<file path="config.mk">
export PLATFORM = sky130hd
export DESIGN_NAME = dcm_top
export DESIGN_NICKNAME = d
export VERILOG_FILES = /design/src/verilog/dcm_pkg.sv /design/src/verilog/dcm_match.sv /design/src/verilog/dcm_top.sv
export SDC_FILE = /design/constraint.sdc
export NUM_CORES = 1
export LEC_CHECK = 0
export BUFFER_PORTS_ARGS = -buffer_cell sky130_fd_sc_hd__buf_2
export CORE_ASPECT_RATIO = 0.7
export CORE_MARGIN = 5
export CORE_UTILIZATION = 54
export DETAILED_ROUTE_END_ITERATION = 8
export GPL_TIMING_DRIVEN = 0
export PLACE_DENSITY = 0.8
export SETUP_SLACK_MARGIN = 0.02
export SYNTH_ARGS = -nofsm -noshare
export SYNTH_HDL_FRONTEND = slang
export SYNTH_HIERARCHICAL = 1
export SYNTH_SLANG_ARGS = --single-unit
</file>
<file path="constraint.sdc">
create_clock -name mclk_in -period 2.15 [get_ports mclk_in]
set_input_delay 0.1075 -clock mclk_in [delete_from_list [all_inputs] [get_ports mclk_in]]
set_output_delay 0.1075 -clock mclk_in [all_outputs]
set_load 0.03 [all_outputs]
</file>
<file path="src/verilog/dcm_pkg.sv">
/*
 * Package for the debug comparator match value block: register offsets,
 * reset values, control field positions and the carrier structs.
 * Assumes a byte-indexed register map on a 32-bit Avalon-MM slave.
 */
package dcm_pkg;
    // Printed offsets are byte indices; the bus byte address is four times the index.
    localparam logic [9:0] IDX_ADDR_HIGH = 10'h115;
    localparam logic [9:0] IDX_ADDR_MIDDLE = 10'h116;
    localparam logic [9:0] IDX_ADDR_LOW = 10'h117;
    localparam logic [9:0] IDX_DATA_BYTE_TOP = 10'h118;
    localparam logic [9:0] IDX_DATA_BYTE_BOTTOM = 10'h11B;
    localparam logic [9:0] IDX_MASK_BYTE_TOP = 10'h11C;
    localparam logic [9:0] IDX_MASK_BYTE_BOTTOM = 10'h11F;
    // Added control and status word for the comparator's loose bits.
    localparam logic [9:0] IDX_CONTROL = 10'h120;
    localparam logic [9:0] IDX_STATUS = 10'h121;
    localparam int CTL_ENABLE_BIT = 0;
    localparam int CTL_INSTRUCTION_ADDRESS_SELECT_BIT = 5;
    localparam int CTL_NDB_BIT = 6;
    localparam int STS_MATCH_BIT = 0;
    localparam int STS_ARMED_BIT = 1;
    localparam int STS_PROFILING_TRANSMISSION_ACTIVE_BIT = 2;
    localparam logic [23:0] ADDR_RESET = 24'h000000;
    localparam logic [31:0] DATA_RESET = 32'h00000000;
    localparam logic [31:0] MASK_RESET = 32'h00000000;
    localparam logic [7:0] CONTROL_RESET = 8'h00;
    localparam logic [31:0] UNMAPPED_READ = 32'h00000000;
    localparam int BYTE_COUNT = 4;

    // Snapshot of the observed core bus.
    typedef struct packed {
        logic [23:0] addr;
        logic [31:0] data;
    } dcm_bus_t;

    // Comparator configuration handed to the match logic.
    typedef struct packed {
        logic enable;
        logic instruction_address_select_sel;
        logic invert;
        logic [23:0] addr;
        logic [31:0] data;
        logic [31:0] mask;
    } dcm_cfg_t;
endpackage

</file>
<file path="src/verilog/dcm_match.sv">
/*
 * Match logic for one comparator: address equality plus a masked,
 * optionally inverted data compare. Assumes inputs are on the same clock.
 */
`timescale 1ns/10ps
`default_nettype none
module dcm_match (
    input wire logic mclk_in,
    input wire logic rst_b_in,
    input wire dcm_pkg::dcm_cfg_t cfg_in,
    input wire dcm_pkg::dcm_bus_t bus_in,
    output logic match_out
);
    logic addr_hit;
    logic data_hit;
    logic next_match;
    logic [31:0] diff_bits;

    // Each compare bit demands the level of its bus bit; mask picks the data bits.
    always_comb begin
        addr_hit = (bus_in.addr == cfg_in.addr);
        diff_bits = (bus_in.data ^ cfg_in.data) & cfg_in.mask;
        if (cfg_in.instruction_address_select_sel) begin
            data_hit = 1'b1;
        end else if (cfg_in.invert) begin
            data_hit = (diff_bits != 32'h00000000);
        end else begin
            data_hit = (diff_bits == 32'h00000000);
        end
        next_match = cfg_in.enable && addr_hit && data_hit;
    end

    // Registered so the match output is glitch free for downstream sequencing.
    always_ff @(posedge mclk_in or negedge rst_b_in) begin
        if (!rst_b_in) begin
            match_out <= 1'b0;
        end else begin
            match_out <= next_match;
        end
    end
endmodule
`default_nettype wire

</file>
<file path="src/verilog/dcm_top.sv">
/*
 * Register set holding the reference values of one debug bus comparator,
 * reached over an Avalon-MM slave, plus its match output.
 * Assumes armed and profiling flags come from logic on the same clock.
 */
// Function
// - Hold 24-bit compare address as high, middle and low bytes.
// - Address bit 0 expects bus bit low, 1 expects it high.
// - Address and data bytes writable only when disarmed and profiling idle.
// - Mask bytes writable whenever disarmed, regardless of profiling.
// - Hold 32-bit data value; a bit counts only when its mask is 1.
// - Mask bit 0 excludes its data bit, 1 includes it.
// - Data value bytes at four addresses, lowest holds bits 31 to 24.
// - Mask bytes at four addresses, lowest holds most significant byte.
// - Invert control makes data match on difference of unmasked bits.
// - Data compare and its inversion ignored in instruction address mode.
`timescale 1ns/10ps
`default_nettype none
module dcm_top (
    input wire logic mclk_in,
    input wire logic rst_b_in,
    input wire logic [11:0] avs_address_in,
    input wire logic avs_read_in,
    input wire logic avs_write_in,
    input wire logic [3:0] avs_byteenable_in,
    input wire logic [31:0] avs_writedata_in,
    output logic [31:0] avs_readdata_out,
    output logic avs_waitrequest_out,
    input wire logic debug_armed_in,
    input wire logic profiling_transmission_active_in,
    input wire dcm_pkg::dcm_bus_t bus_in,
    output logic match_out
);
    logic [23:0] compare_address_field;
    logic [31:0] compare_data_value;
    logic [31:0] compare_data_mask;
    logic [7:0] control;
    logic ack;
    logic [9:0] idx;
    logic wr_go;
    logic value_open;
    logic mask_open;
    logic [31:0] next_readdata;
    logic [7:0] wr_byte;
    dcm_pkg::dcm_cfg_t cfg;
    logic data_span;
    logic mask_span;
    logic [4:0] data_hi;
    logic [4:0] mask_hi;

    assign idx = avs_address_in[11:2];
    assign wr_byte = avs_writedata_in[7:0];
    // One wait state: the request is taken on the edge where ack is high.
    assign avs_waitrequest_out = (avs_read_in || avs_write_in) && !ack;
    assign wr_go = avs_write_in && ack && avs_byteenable_in[0];
    assign value_open = !debug_armed_in && !profiling_transmission_active_in;
    assign mask_open = !debug_armed_in;

    // Byte position inside each four-index span; the lowest index holds the top byte.
    assign data_span = (idx >= dcm_pkg::IDX_DATA_BYTE_TOP)
        && (idx <= dcm_pkg::IDX_DATA_BYTE_BOTTOM);
    assign mask_span = (idx >= dcm_pkg::IDX_MASK_BYTE_TOP)
        && (idx <= dcm_pkg::IDX_MASK_BYTE_BOTTOM);
    assign data_hi = 5'h1F - {idx[1:0] - dcm_pkg::IDX_DATA_BYTE_TOP[1:0], 3'h0};
    assign mask_hi = 5'h1F - {idx[1:0] - dcm_pkg::IDX_MASK_BYTE_TOP[1:0], 3'h0};

    // Ack toggles so back-to-back requests each take two cycles.
    always_ff @(posedge mclk_in or negedge rst_b_in) begin
        if (!rst_b_in) begin
            ack <= 1'b0;
        end else begin
            ack <= (avs_read_in || avs_write_in) && !ack;
        end
    end

    // Address bytes; a write while locked is dropped silently but still acked.
    always_ff @(posedge mclk_in or negedge rst_b_in) begin
        if (!rst_b_in) begin
            compare_address_field <= dcm_pkg::ADDR_RESET;
        end else if (wr_go && value_open) begin
            if (idx == dcm_pkg::IDX_ADDR_HIGH) begin
                compare_address_field[23:16] <= wr_byte;
            end
            if (idx == dcm_pkg::IDX_ADDR_MIDDLE) begin
                compare_address_field[15:8] <= wr_byte;
            end
            if (idx == dcm_pkg::IDX_ADDR_LOW) begin
                compare_address_field[7:0] <= wr_byte;
            end
        end
    end

    // Data value and mask bytes, big-endian across the four indices.
    genvar b;
    generate
        for (b = 0; b < dcm_pkg::BYTE_COUNT; b++) begin : g_byte
            localparam logic [9:0] DIDX = dcm_pkg::IDX_DATA_BYTE_TOP + 10'(b);
            localparam logic [9:0] MIDX = dcm_pkg::IDX_MASK_BYTE_TOP + 10'(b);
            localparam int HI = 31 - 8 * b;
            always_ff @(posedge mclk_in or negedge rst_b_in) begin
                if (!rst_b_in) begin
                    compare_data_value[HI -: 8] <= dcm_pkg::DATA_RESET[HI -: 8];
                end else if (wr_go && value_open && idx == DIDX) begin
                    compare_data_value[HI -: 8] <= wr_byte;
                end
            end
            always_ff @(posedge mclk_in or negedge rst_b_in) begin
                if (!rst_b_in) begin
                    compare_data_mask[HI -: 8] <= dcm_pkg::MASK_RESET[HI -: 8];
                end else if (wr_go && mask_open && idx == MIDX) begin
                    compare_data_mask[HI -: 8] <= wr_byte;
                end
            end
        end
    endgenerate

    // Comparator control follows the same lock as the value bytes.
    always_ff @(posedge mclk_in or negedge rst_b_in) begin
        if (!rst_b_in) begin
            control <= dcm_pkg::CONTROL_RESET;
        end else if (wr_go && value_open && idx == dcm_pkg::IDX_CONTROL) begin
            control <= wr_byte;
        end
    end

    // Read mux; unmapped indices read as zero rather than erroring.
    always_comb begin
        next_readdata = dcm_pkg::UNMAPPED_READ;
        if (idx == dcm_pkg::IDX_ADDR_HIGH) begin
            next_readdata[7:0] = compare_address_field[23:16];
        end else if (idx == dcm_pkg::IDX_ADDR_MIDDLE) begin
            next_readdata[7:0] = compare_address_field[15:8];
        end else if (idx == dcm_pkg::IDX_ADDR_LOW) begin
            next_readdata[7:0] = compare_address_field[7:0];
        end else if (data_span) begin
            next_readdata[7:0] = compare_data_value[data_hi -: 8];
        end else if (mask_span) begin
            next_readdata[7:0] = compare_data_mask[mask_hi -: 8];
        end else if (idx == dcm_pkg::IDX_CONTROL) begin
            next_readdata[7:0] = control;
        end else if (idx == dcm_pkg::IDX_STATUS) begin
            next_readdata[dcm_pkg::STS_MATCH_BIT] = match_out;
            next_readdata[dcm_pkg::STS_ARMED_BIT] = debug_armed_in;
            next_readdata[dcm_pkg::STS_PROFILING_TRANSMISSION_ACTIVE_BIT] = profiling_transmission_active_in;
        end
    end

    // Read data is registered during the wait state and stands at the ack edge.
    always_ff @(posedge mclk_in or negedge rst_b_in) begin
        if (!rst_b_in) begin
            avs_readdata_out <= 32'h00000000;
        end else if (avs_read_in && !ack) begin
            avs_readdata_out <= next_readdata;
        end
    end

    assign cfg.enable = control[dcm_pkg::CTL_ENABLE_BIT];
    assign cfg.instruction_address_select_sel = control[dcm_pkg::CTL_INSTRUCTION_ADDRESS_SELECT_BIT];
    assign cfg.invert = control[dcm_pkg::CTL_NDB_BIT];
    assign cfg.addr = compare_address_field;
    assign cfg.data = compare_data_value;
    assign cfg.mask = compare_data_mask;

    // Match logic lives in its own module to keep the bus slave readable.
    dcm_match u_match (
        .mclk_in(mclk_in),
        .rst_b_in(rst_b_in),
        .cfg_in(cfg),
        .bus_in(bus_in),
        .match_out(match_out)
    );

    // Unmasked differences between the observed data and the compare value.
    logic [31:0] seen_diff;
    assign seen_diff = (bus_in.data ^ cfg.data) & cfg.mask;
endmodule
`default_nettype wire

</file>
==> metrics.yaml, run 1 <==
final_layout:
  drive_gt1_frac: 0.3010
  fin_util: 0.6503
  area_delta_synth_final_pct: 18.60
  diodes: 0
  fill_cells: 867
  nNetsFinal: 733
yosys:
  ys_seq_area_frac: 0.4426
  netlist-cell-type-count: 46
  syn_area_um2: 5993
  synthArstFlopShare: 1.000
  synth_edf_count: 0
  syn_inst: 496
  syn_avg_cell_area_um2: 12.08
  yosys_warnings: 6
  synth_seq_cells: 106
  ys.flop_type: "dfrtp_1"
cts:
  clock_latency_ns: 0.36
  cts_setup_buffers: 0
  cts_tree: "yes"
  clk_pin_slew_ns: 0.07
  cts_made_buffers: 9
  clkSinkCount: 106
  root_buffer: "clkbuf_16"
  clock_path_buffers: 2
  htree_num_levels: 3
power:
  p_int_mw: 3.236
  p_total_mw: 4.332
  leakagePower_nw: 3.679
  combPwrFrac: 0.123
  p_per_area_nw_per_um2: 609.4
  switchingPower_mw: 1.096
  p_seq_frac: 0.468
  p_sw_frac: 0.2530
  pwr-share-clk: 0.409
  peakVddDrop_mv: 0.4172
outcome:
  status: "finished clean"
run:
  cap_viol_max_count: 0
timing:
  period_minus_slack_ns: 2.073
  tightest_slew_ns: 0.6964
  slew_violations: 0
  finalHoldViolCount: 0
  timing.fmax_mhz: 482.5
  setup_viol: 0
  fin_crit_sh: 0.9640
  fin_skew_ns: 0.01047
  rsz0062_at_grt: "no"
  slew_headroom: 0.5319
worst_hold_path:
  hold_class: "input pin to flip-flop"
worst_setup_path:
  crit_arrival_ns: 2.30
  path_cells: "nand4b_1 > nor2_2 > and3_1 > buf_2 > nand2_2 > mux2_1"
  crit_fanout: 8
  start_kind: "flip-flop"
  cp_slowest_cell: "mux2_1"
  cp.required_ns: 2.38
  cp_top_family: "simple AND/OR/NAND/NOR gates"
  cp-end-kind: "flip-flop"
  worst-path-buf-inv: 1
  critPathKind: "flip-flop to flip-flop"
  critPathMaxStageDelay_ns: 0.39
detailed_routing:
  via_per_inst: 5.886
  antenna_left: 0
  drt_first_pass_iters: 5
  drc: 0
  first_iter_violations: 598
  vias: 4597
  routed_wl_um: 16910
  wire_per_inst_um: 21.65
global_route:
  grt_overflow: 0
  grt_max_degree: 66
  antenna_found_initial: 0
  grt_pass1_wl_um: 26090
  first_global_vias: 4607
  groute.usage.overall: 0.2580
placed_design:
  dpl.hpwl_um: 12920
  place.gp.congestion: 0.9139
  port_buffers: 87
floorplan:
  die-area_um2: 13340
  coreArea_um2: 10930
  die_h_um: 98.14
  start_util: 0.5483
  die_w_um: 135.9
  io_pins: 144
  rows: 32
## kinds of logic after synthesis
kind of cell,synth area share
buffers and inverters,0.05094
and+or+nand+nor,0.09687
AOI/OAI and AO/OA,0.07495
other,0.0006257
DFF,0.4426
muxes,0.2507
xor gates and xnor gates,0.08330
## power groups by stage
stage          sequential [mW]  clock [mW]  combinational [mW]
2_1_floorplan             2.09           0               0.279
3_3_place_gp              2.06           0               0.503
3_5_place_dp              2.06           0               0.518
4_1_cts                   2.02        1.79               0.527
5_1_grt                   2.03        1.87               0.573
6_report                  2.03        1.77               0.534
## cell usage after synthesis, types with 4 or more instances
master	n	area, um^2
mux2_2	17	191.4
o22ai_1	6	37.54
nand3_1	5	25.02
nor2b_1	11	68.82
nor2_1	14	52.55
o21ai_1	7	35.03
a22oi_1	16	120.1
mux2i_1	14	140.1
xnor2_1	9	78.83
xor2_1	48	420.4
a221oi_1	4	35.03
buf_2	7	35.03
clkbuf_1	12	45.04
a21oi_1	15	75.07
nand2b_1	5	31.28
nor4_1	4	25.02
dfrtp_1	106	2653
buf_4	27	202.7
nand2_1	14	52.55
nand2_2	9	56.30
mux2_1	80	900.9
mux4_2	12	270.3
nand4_1	8	50.05
o21ai_0	9	45.04
## worst reg2reg max path: cells and delay by family, from the launching register on
family	cells	cell delay (ns)
simple gates	4	1.00
mux	1	0.39
flops	1	0.38
buf+inv	1	0.18
## flip-flops by register name, summed over array words and instances, names as in the netlist
name                   cells
ack                        1
avs_readdata_out           8
cfg                       64
compare_address_field     24
control                    8
u_match/match_out          1
## metrics by stage
stage	setup TNS [ns]	cells	worst slack, ns	hold slack (ns)	area, um^2
global route	0	781	0.02758	0.01239	7108
CTS	0	781	0.06766	0.003196	7106
finish	0	781	0.07735	0.006439	7108
floorplan	0	519	0.5140	-0.1881	6080
global placement	-11.14	759	-0.1130	0.3471	6706
detailed placement	-0.5390	760	-0.05377	0.1334	6736
## final timing paths
| kind | from | end | slack [ns] | depth (start not counted) |
|---|---|---|---|---|
| worst min-delay path | avs_writedata_in[5] | compare_address_field[13]$_DFFE_PN0P_ | 0.006 | 2 |
| min in group asynchronous | rst_b_in | compare_address_field[9]$_DFFE_PN0P_ | 0.29 | 2 |
| worst max-delay path | ack$_DFF_PN0_ | cfg[51]$_DFFE_PN0P_ | 0.08 | 6 |
| worst min register to register | ack$_DFF_PN0_ | ack$_DFF_PN0_ | 0.49 | 1 |
| worst max register to register | ack$_DFF_PN0_ | cfg[51]$_DFFE_PN0P_ | 0.08 | 6 |
| max in group asynchronous | rst_b_in | avs_readdata_out[6]$_DFFE_PN0P_ | 1.15 | 3 |
## per-layer routing
metal | up-vias | part of all wire | global-route usage
met5 | - | 0 | 0
met4 | 0 | 0.012 | 0.05035
met3 | 25 | 0.11 | 0.07724
met2 | 282 | 0.44 | 0.3784
met1 | 2277 | 0.44 | 0.3838
li1 | 2013 | - | -
## cell type report
class / instances / area (um^2) / share of cell area
Buffer: 48 / 305.3 / 0.04295
Clock buffer: 10 / 229.0 / 0.03221
Clock inverter: 6 / 90.09 / 0.01267
Multi-Input combinational cell: 365 / 3124 / 0.4395
Sequential cell: 106 / 2653 / 0.3732
Tap cell: 153 / 191.4 / 0.02693
Timing Repair Buffer: 93 / 515.5 / 0.07252
## repair_timing
item                       in CTS  in global routing
hold buffers                    5                  0
gates resized for setup         0                  1
setup endpoints to repair       0                 32
hold endpoints to repair       45                  0
## placed cells by master, fill, tap and decap left out, drive strengths merged, types with 15 or more instances in the layout
master	count
dfrtp	106
nand2	23
mux2	97
conb	24
clkbuf	22
nor2	15
xor2	48
a22oi	16
a21oi	15
o21ai	16
buf	124
No activity file was read; power rests on OpenSTA's default activity.
==> run 2: changes to the inputs <==
HOLD_SLACK_MARGIN = 0.1   (was not set)
REMOVE_ABC_BUFFERS = 1   (was not set)
==> run 2 against run 1 <==
Cell count decreased by 6.0%. Largest cell class unchanged. Utilization decreased by 3.2 points. Largest power group unchanged. Fmax is 2.9% higher. Setup slack better by 0.058 ns.
==> metrics.yaml, run 2 (synthesized netlist as in run 1, its figures left out) <==
worst_setup_path:
  crit_arrival_ns: 2.25  # -0.05 ns
  ff2ff_setup_slack_ns: 0.17  # +0.09 ns
  rr_endpoint: "cfg[42]$_DFFE_PN0P_"
  critPathKind: "input pin to flip-flop"
  cp.required_ns: 2.39  # about the same
  start_kind: "input pin"
  cp-end-kind: "flip-flop"
  reg2reg_depth: 5  # -1
  r2r_start: "ack$_DFF_PN0_"
  crit_fanout: 36  # +28
  cp-startpoint: "avs_address_in[3]"
worst_hold_path:
  min_from: "avs_writedata_in[4]"
  whs_endpoint: "cfg[44]$_DFFE_PN0P_"
  hold_class: "input pin to flip-flop"
  min_path_cells: 2  # unchanged
run:
  cap_viol_max_count: 0  # unchanged
power:
  peakVddDrop_mv: 0.3582  # -14%
  leakagePower_nw: 3.454  # -6.1%
  p_per_area_nw_per_um2: 598.2  # -1.8%
  p_total_mw: 4.042  # -6.7%
floorplan:
  die_h_um: 98.14  # unchanged
  io_pins: 144  # unchanged
  die-area_um2: 13340  # unchanged
  rows: 32  # unchanged
  die_w_um: 135.9  # unchanged
  coreArea_um2: 10930  # unchanged
  start_util: 0.5483  # unchanged
timing:
  setup_viol: 0  # unchanged
  whs_ns: 0.1489  # +0.1425 ns
  fin_skew_ns: 0.007271  # -0.003200 ns
  rsz0062_at_grt: "no"
  fin_crit_sh: 0.9372  # -0.02684
  slew_violations: 0  # unchanged
  tightest_slew_ns: 1.001  # +0.3051 ns
  period_minus_slack_ns: 2.015  # -0.05771 ns
  finalHoldViolCount: 0  # unchanged
  timing.fmax_mhz: 496.3  # +2.9%
  slew_headroom: 0.3310  # -0.2009
cts:
  clock_latency_ns: 0.35  # about the same
  clock_path_buffers: 2  # unchanged
  clkSinkCount: 106  # unchanged
  clk_pin_slew_ns: 0.07  # about the same
  root_buffer: "clkbuf_16"
  cts_tree: "yes"
  cts_made_buffers: 9  # unchanged
  htree_num_levels: 3  # unchanged
  cts_setup_buffers: 0  # unchanged
detailed_routing:
  via_per_inst: 5.988  # +1.7%
  first_iter_violations: 454  # -24%
  antenna_left: 0  # unchanged
  met2RoutedLength_um: 6863  # -6.9%
  top_layer_used: "met4"
  wire_per_inst_um: 21.54  # -0.52%
  wl_met3_um: 1607  # -17%
  wl_met1_um: 7008  # -5.4%
  routed_wl_um: 15810  # -6.5%
  vias: 4395  # -4.4%
  drt_first_pass_iters: 5  # unchanged
  drc: 0  # unchanged
final_layout:
  final_cell_mix: "106 x dfrtp_1, 88 x buf_2, 80 x mux2_1"
  area_delta_synth_final_pct: 12.73
  diodes: 0  # unchanged
  largest_reg_flops: 64  # unchanged
  nNetsFinal: 686  # -6.4%
  fill_cells: 864  # -0.35%
  fin_util: 0.6181  # -0.03217
  stdcell_count: 734  # -6.0%
  seq_area_um2: 2653  # unchanged
  layout_commonest_cell: "dfrtp_1"
  multiInputGateArea_um2: 3126  # about the same
  drive_gt1_frac: 0.2685  # -0.03245
global_route:
  grt_max_degree: 68  # +3.0%
  grt_overflow: 0  # unchanged
  grt_pass1_wl_um: 24590  # -5.7%
  antenna_found_initial: 0  # unchanged
  groute.usage.overall: 0.2443  # -0.01362
  first_global_vias: 4390  # -4.7%
placed_design:
  place.gp.congestion: 0.9330  # +2.1%
  dpl.hpwl_um: 11670  # -9.7%
  port_buffers: 90  # +3.4%
  dp_cells: 715  # -5.9%
outcome:
  status: "finished clean"
-- run 2: cell count changes in the layout (fill, tap and decap cells not counted), sizes merged --
cell and delta:
buf -33, bufinv -2, clkbuf -10, clkinv -1
clkinvlp +2, dlygate4sd3 -2, inv -1
-- run 2: critical path, cell delays in order --
cell,delay (ns)
buf_2,0.67
nand2_1,0.29
nor2_1,0.28
nand3_1,0.44
mux2_2,0.44
-- run 2: worst max path at each step --
stage                     slack (ns)                              endpoint  depth (start not counted)
after floorplan                 0.43                   cfg[40]$_DFFE_PN0P_                          5
final                           0.14  compare_address_field[3]$_DFFE_PN0P_                          5
after global routing            0.04  compare_address_field[3]$_DFFE_PN0P_                          5
after global placement         -0.39  compare_address_field[5]$_DFFE_PN0P_                          5
after detailed placement       -0.48  compare_address_field[0]$_DFFE_PN0P_                          5
after CTS                       0.06                   cfg[53]$_DFFE_PN0P_                          5
-- run 2: per-layer routing --
layer | track usage | vias up
met1 | 0.3682 | 2195
met4 | 0.06352 | 0
met2 | 0.3524 | 244
met5 | 0 | -
met3 | 0.06334 | 34
li1 | - | 1922
-- run 2: final cells by class --
| type | count | share of cell area |
|---|---|---|
| repair buffers | 94 | 0.07593 |
| clock buffers | 12 | 0.03648 |
| multi-input cells | 365 | 0.4626 |
| flip-flops and latches | 106 | 0.3926 |
| clock inverters | 4 | 0.004074 |
| well taps | 153 | 0.02833 |
-- run 2: power breakdown --
group,internal (mW),switching [mW],total [mW]
clock,0.816,0.721,1.54
combinational,0.156,0.323,0.479
sequential,2.01,0.0141,2.03
total,2.98,1.06,4.04
-- run 2: through the flow --
step	area, um^2	setup WS [ns]	setup TNS [ns]
6_report	6756	0.1351	0
5_1_grt	6756	0.03816	0
4_1_cts	6753	0.05573	0
3_5_place_dp	6446	-0.4761	-16.56
3_3_place_gp	6416	-0.3891	-29.45
2_1_floorplan	5774	0.4275	0
-- run 2: what timing repair did --
item,in CTS,in global routing
hold endpoints to repair,40,0
hold buffers,3,0
gates resized for setup,1,2
endpoints found under the setup margin,11,32
